### config.mk
export PLATFORM = sky130hd
export DESIGN_NAME = cis_sequencer
export DESIGN_NICKNAME = d
export VERILOG_FILES = /design/src/hw/cis_pkg.sv /design/src/hw/cis_quarter.sv /design/src/hw/cis_sequencer.sv
export SDC_FILE = /design/constraint.sdc
export NUM_CORES = 1
export LEC_CHECK = 0
export BUFFER_PORTS_ARGS = -buffer_cell sky130_fd_sc_hd__buf_2
export CAP_MARGIN = 20
export CORE_MARGIN = 8
export CORE_UTILIZATION = 34
export CTS_CLUSTER_SIZE = 24
export DETAILED_ROUTE_END_ITERATION = 8
export HOLD_SLACK_MARGIN = 0.06
export PLACE_DENSITY = 0.55
export SLEW_MARGIN = 20
export SYNTH_ARGS = -nofsm -noshare
export SYNTH_HDL_FRONTEND = slang
export SYNTH_SLANG_ARGS = --single-unit
### constraint.sdc
create_clock -name CLK -period 2.1 [get_ports CLK]
set_clock_uncertainty 0.1 [all_clocks]
set_input_delay 0.315 -clock CLK [delete_from_list [all_inputs] [get_ports CLK]]
set_output_delay 0.315 -clock CLK [all_outputs]
set_load 0.01 [all_outputs]
### src/hw/cis_pkg.sv
/*
  constants for the core instruction sequencer: field layout, special
  instruction codes, oscillator mode codes, phase and start-up counts.
  assumes one clk cycle equals one oscillator period.
*/
package cis_pkg;
  // instruction word layout
  localparam int INSTR_W = 14;
  localparam int CLS_HI = 13;
  localparam int CLS_LO = 12;
  localparam int DEST_POS = 7;
  localparam int FILE_HI = 6;
  localparam int BIT_HI = 9;
  localparam int BIT_LO = 7;
  localparam int LIT8_HI = 7;
  localparam int LIT11_HI = 10;
  localparam int GOTO_POS = 11;
  // instruction classes in the top two bits
  localparam logic [1:0] CLS_BYTE = 2'h0;
  localparam logic [1:0] CLS_BIT = 2'h1;
  localparam logic [1:0] CLS_JUMP = 2'h2;
  localparam logic [1:0] CLS_LIT = 2'h3;
  // special control words
  localparam logic [13:0] OP_SLEEP = 14'h0063;
  localparam logic [13:0] OP_RETURN = 14'h0008;
  localparam logic [13:0] OP_RETFIE = 14'h0009;
  localparam logic [3:0] OP_DECFSZ = 4'hb;
  localparam logic [3:0] OP_INCFSZ = 4'hf;
  localparam logic [1:0] OP_BCLR = 2'h0;
  localparam logic [1:0] OP_BSET = 2'h1;
  localparam logic [1:0] OP_BTSTC = 2'h2;
  localparam logic [1:0] OP_BTSTS = 2'h3;
  localparam logic [1:0] OP_RETLIT = 2'h1;
  // oscillator mode select codes
  localparam logic [1:0] low_power_crystal_mode = 2'h0;
  localparam logic [1:0] standard_crystal_mode = 2'h1;
  localparam logic [1:0] high_speed_crystal_mode = 2'h2;
  localparam logic [1:0] resistor_capacitor_osc_mode = 2'h3;
  // addresses and reset values
  localparam logic [12:0] IRQ_VECTOR = 13'h0004;
  localparam logic [12:0] PC_RESET = 13'h0000;
  localparam logic [1:0] PHASE_RESET = 2'h0;
  localparam int PHASES = 4;
  // start-up delay, in oscillator periods, then in clk cycles
  localparam int OST_TOSC = 1024;
  localparam int CLK_PER_TOSC = 1;
  localparam int OST_CYCLES = OST_TOSC * CLK_PER_TOSC;
  localparam int OST_W = 11;
  // sequencer states, gray code in listed order: run, flush, sleep, wait, dummies
  typedef enum logic [2:0] {
    ST_RUN = 3'h0,
    ST_FLUSH = 3'h1,
    ST_SLEEP = 3'h3,
    ST_OST = 3'h2,
    ST_DUMMY1 = 3'h6,
    ST_DUMMY2 = 3'h7
  } cis_state_t;
endpackage : cis_pkg

### src/hw/cis_quarter.sv
/*
  quarter phase generator: four clk periods form one instruction cycle.
  assumes a free-running oscillator clock and asynchronous active-low reset.
*/
`timescale 1ns/1ps
`default_nettype none
module cis_quarter
  import cis_pkg::*;
(
  // clock and reset
  input wire logic CLK,
  input wire logic RST_N,
  // phases
  output logic [3:0] QUARTER,
  output logic LAST
);
  logic [1:0] phase;
  logic [1:0] next_phase;

  always_comb begin
    next_phase = phase + 2'h1; // see RULE_07
  end

  always_ff @(posedge CLK or negedge RST_N) begin
    if (!RST_N) begin
      phase <= PHASE_RESET;
    end else begin
      phase <= next_phase;
    end
  end

  assign QUARTER = 4'h1 << phase; // see RULE_07
  assign LAST = (phase == 2'(PHASES - 1));
endmodule : cis_quarter
`default_nettype wire

### src/hw/cis_sequencer.sv
/*
  instruction decode and cycle sequencing for an 8-bit core with 14-bit
  instruction words. assumes program memory answers combinationally to PC,
  and that the datapath gives the skip condition and stack top at phase 4.
*/
`timescale 1ns/1ps
`default_nettype none
// What this block does
// RULE_01: take 14-bit words, opcode plus operands
// RULE_02: dest bit 0 writes W, 1 writes file
// RULE_03: file operand is 7-bit address 0x00-0x7f
// RULE_04: bit operand picks bit of file register
// RULE_05: literal operand is eight or eleven bits
// RULE_06: one cycle; skip or jump adds nop cycle
// RULE_07: cycle is four oscillator periods in order
// RULE_08: crystal wake waits 1024 periods, resistor-capacitor none
// RULE_09: wake branches to 0004h only if enabled
// RULE_10: two bits pick mode; external clock only high-speed
// RULE_11: wake runs next instruction, two dummies, vector
// RULE_12: flushed cycle changes no state
module cis_sequencer
  import cis_pkg::*;
#(
  parameter int PC_W = 13
) (
  // clock and reset
  input wire logic CLK,
  input wire logic RST_N,
  // program memory
  output logic [PC_W-1:0] PC,
  input wire logic [INSTR_W-1:0] INSTR,
  // configuration and interrupt
  input wire logic OSC_MODE_SEL_HI,
  input wire logic OSC_MODE_SEL_LO,
  input wire logic GLOBAL_IRQ_ENABLE,
  input wire logic IRQ_WAKE,
  // datapath feedback
  input wire logic COND_TRUE,
  input wire logic [PC_W-1:0] STACK_TOP,
  input wire logic [1:0] PC_PAGE,
  // decoded fields
  output logic [1:0] OP_CLASS,
  output logic [6:0] FILE_ADDR,
  output logic [2:0] BIT_SEL,
  output logic [7:0] LITERAL8,
  output logic [10:0] LITERAL11,
  // commit strobes
  output logic [3:0] QUARTER,
  output logic EXEC_VALID,
  output logic WR_W,
  output logic WR_FILE,
  output logic PUSH,
  output logic POP,
  output logic SLEEPING,
  output logic EXT_CLK_OK
);
  if (PC_W < 13) begin : g_pc_w_check
    $error("PC_W must hold page and 11-bit literal");
  end

  cis_state_t state;
  cis_state_t next_state;
  logic [INSTR_W-1:0] ir;
  logic [INSTR_W-1:0] next_ir;
  logic [PC_W-1:0] next_pc;
  logic irq_pend;
  logic next_irq_pend;
  logic [OST_W-1:0] ost_cnt;
  logic [OST_W-1:0] next_ost_cnt;
  logic last;
  logic [1:0] osc_mode;
  logic crystal;
  logic [1:0] cls;
  logic is_goto;
  logic is_call;
  logic is_ret;
  logic is_skip;
  logic is_sleep;
  logic run;

  cis_quarter u_quarter (
    .CLK(CLK),
    .RST_N(RST_N),
    .QUARTER(QUARTER),
    .LAST(last)
  );

  assign osc_mode = {OSC_MODE_SEL_HI, OSC_MODE_SEL_LO}; // see RULE_10
  assign crystal = (osc_mode != resistor_capacitor_osc_mode);
  assign EXT_CLK_OK = (osc_mode == high_speed_crystal_mode); // see RULE_10

  // field split of the executing word
  assign cls = ir[CLS_HI:CLS_LO]; // see RULE_01
  assign OP_CLASS = cls;
  assign FILE_ADDR = ir[FILE_HI:0]; // see RULE_03
  assign BIT_SEL = ir[BIT_HI:BIT_LO]; // see RULE_04
  assign LITERAL8 = ir[LIT8_HI:0]; // see RULE_05
  assign LITERAL11 = ir[LIT11_HI:0]; // see RULE_05

  assign is_goto = (cls == CLS_JUMP);
  assign is_call = is_goto && !ir[GOTO_POS];
  assign is_ret = (ir == OP_RETURN) || (ir == OP_RETFIE)
    || (cls == CLS_LIT && ir[11:10] == OP_RETLIT);
  assign is_skip = (cls == CLS_BYTE
      && (ir[11:8] == OP_DECFSZ || ir[11:8] == OP_INCFSZ))
    || (cls == CLS_BIT && (ir[11:10] == OP_BTSTC || ir[11:10] == OP_BTSTS));
  assign is_sleep = (ir == OP_SLEEP);

  // only the run state commits; flush, dummy and sleep do nothing
  assign run = (state == ST_RUN);
  assign EXEC_VALID = run; // see RULE_12
  assign SLEEPING = (state == ST_SLEEP) || (state == ST_OST);

  always_comb begin
    WR_W = 1'b0;
    WR_FILE = 1'b0;
    if (run && last) begin
      if (cls == CLS_BYTE && ir[13:8] != 6'h0) begin
        WR_W = !ir[DEST_POS]; // see RULE_02
        WR_FILE = ir[DEST_POS]; // see RULE_02
      end else if (cls == CLS_BYTE) begin
        WR_FILE = ir[DEST_POS]; // see RULE_02
      end else if (cls == CLS_BIT) begin
        WR_FILE = (ir[11:10] == OP_BCLR) || (ir[11:10] == OP_BSET);
      end else if (cls == CLS_LIT) begin
        WR_W = 1'b1;
      end
    end
  end

  assign PUSH = last && ((run && is_call) || (run && irq_pend)); // see RULE_11
  assign POP = last && run && is_ret && !irq_pend;

  always_comb begin
    next_state = state;
    next_ir = ir;
    next_pc = PC;
    next_irq_pend = irq_pend;
    next_ost_cnt = ost_cnt;
    if (state == ST_OST) begin
      if (ost_cnt != OST_W'(OST_CYCLES)) begin
        next_ost_cnt = ost_cnt + OST_W'(1); // see RULE_08
      end
    end
    if (last) begin
      unique case (state)
        ST_RUN: begin
          next_ir = INSTR;
          next_pc = PC + PC_W'(1);
          if (irq_pend) begin
            next_irq_pend = 1'b0;
            next_state = ST_DUMMY1; // see RULE_11
          end else if (is_goto) begin
            next_pc = PC_W'({PC_PAGE, ir[LIT11_HI:0]}); // see RULE_06
            next_state = ST_FLUSH;
          end else if (is_ret) begin
            next_pc = STACK_TOP; // see RULE_06
            next_state = ST_FLUSH;
          end else if (is_skip && COND_TRUE) begin
            next_state = ST_FLUSH; // see RULE_06
          end else if (is_sleep) begin
            next_state = ST_SLEEP;
          end
        end
        ST_FLUSH: begin
          next_ir = INSTR;
          next_pc = PC + PC_W'(1);
          next_state = ST_RUN; // see RULE_12
        end
        ST_SLEEP: begin
          if (IRQ_WAKE) begin
            next_irq_pend = GLOBAL_IRQ_ENABLE; // see RULE_09
            next_ost_cnt = '0;
            next_state = crystal ? ST_OST : ST_RUN; // see RULE_08
          end
        end
        ST_OST: begin
          if (ost_cnt == OST_W'(OST_CYCLES)) begin
            next_state = ST_RUN; // see RULE_08
          end
        end
        ST_DUMMY1: begin
          next_pc = PC_W'(IRQ_VECTOR); // see RULE_09
          next_state = ST_DUMMY2;
        end
        ST_DUMMY2: begin
          next_ir = INSTR;
          next_pc = PC + PC_W'(1);
          next_state = ST_RUN; // see RULE_11
        end
      endcase
    end
  end

  always_ff @(posedge CLK or negedge RST_N) begin
    if (!RST_N) begin
      state <= ST_FLUSH;
      ir <= '0;
      PC <= PC_W'(PC_RESET);
      irq_pend <= 1'b0;
      ost_cnt <= '0;
    end else begin
      state <= next_state;
      ir <= next_ir;
      PC <= next_pc;
      irq_pend <= next_irq_pend;
      ost_cnt <= next_ost_cnt;
    end
  end
endmodule : cis_sequencer
`default_nettype wire

==> flow_metrics.env <==
export IMPL_power_density_nw_per_um2=1100
export IMPL_io_buffers=90
export IMPL_p_leak_uw=0.00174
export IMPL_finalHoldViolCount=0
export IMPL_fmax_mhz=443
export IMPL_core_area_um2=9150
export IMPL_fin_cells=562
export IMPL_ys_types=68
export IMPL_rsz0062_at_grt="true"
export IMPL_top_layer="met4"
export IMPL_violations="setup timing"
export IMPL_path_class="reg -> out"
export IMPL_totalWireLength_um=9310
export IMPL_hp_class="in -> reg"
export IMPL_grt_pass1_wl_um=15300
export IMPL_final_layout_size_suffix_gt1_frac=0.399
export IMPL_area_growth_pct=24.9
export IMPL_async_flop_share=1.00
export IMPL_endpoint_kind="output pin"
export IMPL_nNetsFinal=493
export IMPL_synth_area_per_cell_um2=8.86
export IMPL_peakVddDrop_mv=0.344
export IMPL_overflow=0
export IMPL_grt_pass1_vias=3056
export IMPL_outcome="finished, violations left"
export IMPL_die_h_um=113
export IMPL_wl_met3_um=582
export IMPL_cts_tree="yes"
export IMPL_ioPinCount=91
export IMPL_synth_most_common_cell="dfrtp_1"
export IMPL_synth_top_area_cell="dfrtp_1"
export IMPL_root_buffer="clkbuf_8"
export IMPL_antenna_cells=0
export IMPL_ys_seq_elements=44
export IMPL_synth_edf_count=0
export IMPL_critPathBufInv=1
export IMPL_fin_crit_ns=2.26
export IMPL_critPathRequiredTime_ns=1.68
export IMPL_fin_ws_ns=-0.159
export IMPL_path_max_fanout=4
export IMPL_yosys_top_cells_count="43 x dfrtp_1, 35 x nand2_1, 31 x buf_4, 28 x nor2_1, 18 x o21ai_0"
export IMPL_critical_path_top_delay_family="simple AND/OR/NAND/NOR gates"
export IMPL_clock_path_buffers=2
export IMPL_start_util=0.348
export IMPL_dieArea_um2=12700
export IMPL_worst_slew_pin_slew_ns=0.627
export IMPL_finalSetupViolCount=5
export IMPL_row_count=35
export IMPL_die_x_um=113
export IMPL_hpwl_um=7170
export IMPL_worstPathArrival_ns=1.84
export IMPL_yosysSeqAreaShare=0.346
export IMPL_cts_sinks=44
export IMPL_cts_buffers_inserted=5
export IMPL_ys_warn_count=0
export IMPL_path_cells="ha_2, or4b_4, or2_4, nor2_2, buf_2"
export IMPL_crit_slowest_cell="or4b_4"
export IMPL_firstDrtPassIters=4
export IMPL_synth_top_area_frac=0.338
export IMPL_synth_ff_type="dfrtp_1"
export IMPL_gp_congestion=0.805
export IMPL_syn_nets=402
export IMPL_path_clk_slew_ns=0.10
export IMPL_drc=0
export IMPL_start_kind="flop"
export IMPL_routedWlPerCell_um=16.6
export IMPL_wl_met1_um=4100
export IMPL_drt_iter0_markers=136
export IMPL_grtUsageTotal=0.146
export IMPL_dp_slack_ns=0.0258
export IMPL_final_max_slew_viol_count=0
export IMPL_h_tree_depth=2
export IMPL_period_share=1.08
export IMPL_detail_route_antenna_nets=0
export IMPL_via_count=2957
export IMPL_netlist_instances=359
export IMPL_drv_cap=0
export IMPL_met2_length_um=4480
export IMPL_critPathMaxStageDelay_ns=0.51
export IMPL_vias_per_cell=5.26
export IMPL_relSlewSlack=0.582
export IMPL_clkLatencyLatePin_ns=0.31
export IMPL_netlist_area_um2=3180
export IMPL_grt_start_max_net_pins=27
export IMPL_antenna_found_initial=0
export IMPL_synth_area_leaders="dfrtp_1 34%, buf_4 7.3%, mux2_2 5.0%"
export IMPL_dp_cells=548
## final timing paths
kind	to	depth (start not counted)	slack, ns	start
max	POP	5	-0.16	u_quarter.phase[1]
min	ir[1]	2	0.13	INSTR[1]
max reg2reg	PC[3]	7	-0.02	u_quarter.phase[1]
min reg2reg	PC[5]	2	0.47	PC[5]
max in group asynchronous	state[0]	3	0.91	RST_N
min in group asynchronous	ir[12]	2	0.39	RST_N
## layer usage
metal,global-route usage,vias to the layer above
met5,0,-
met1,0.170,1421
li1,-,1452
met2,0.254,71
met4,0.0414,0
met3,0.0442,13
## cells by family (layout without fill, tap and decap cells)
| family | count (synthesis) | after routing | share of synthesized area |
|---|---|---|---|
| AO/OA/AOI/OAI | 80 | 80 | 0.177 |
| XOR/XNOR | 12 | 12 | 0.0330 |
| adder cells (fa/ha/maj) | 7 | 7 | 0.0275 |
| buffers and inverters | 62 | 154 | 0.119 |
| flip-flops | 44 | 44 | 0.346 |
| multiplexers | 21 | 21 | 0.0716 |
| AND/OR/NAND/NOR | 133 | 133 | 0.225 |
## sequential cells by signal (all words and copies together) (netlist names)
name             count
PC                  13
ir                  14
irq_pend             1
ost_cnt             11
state                3
u_quarter.phase      2
## stage by stage
stage	util	hold slack [ns]	cell area (um^2)	setup TNS, ns	power (uW)
3_5_place_dp	0.409	0.210	3740	0	3590
2_1_floorplan	-	-0.0806	3190	0	2960
4_1_cts	0.426	0.130	3900	-0.535	4310
6_report	0.434	0.134	3970	-0.418	4360
3_3_place_gp	0.409	0.210	3740	0	3570
5_1_grt	0.434	0.120	3970	-0.983	4700
## placed cells by master, fill, tap and decap left out, types with 5 or more instances in the layout
master and instances:
nand3_1 12, ha_1 6, nor2b_1 5, inv_1 13, o31ai_1 5, a21o_1 6
buf_2 90, buf_4 41, nand2_1 35, mux2_2 14, xor2_1 7, xnor2_1 5
a21oi_1 13, o21ai_0 18, nor3_1 6, dfrtp_1 41, nand4_1 9, nor2_1 27
clkbuf_8 5, mux2i_1 7
## where the power goes
part	switching [uW]	internal (uW)	total (uW)	leakage, uW
Combinational	1130	984	2110	0.00118
Clock	338	359	697	0.0000548
Sequential	410	1140	1550	0.000504
## repair_timing
action / CTS / global route
hold buffers: 1 / 0
hold endpoints to repair: 18 / 0
endpoints found under the setup margin: 4 / 14
pin swaps: 3 / 7
setup buffers: 2 / 3
resized for setup: 2 / 13
## layout make-up
type / count / area (um^2)
repair buffers: 133 / 788
clock buffers: 5 / 68.8
inverters: 13 / 48.8
clock inverters: 3 / 46.3
flip-flops and latches: 44 / 1100
well taps: 111 / 139
fillers: 922 / 5180
multi-input cells: 253 / 1780
(Power assumes the default switching activity.)
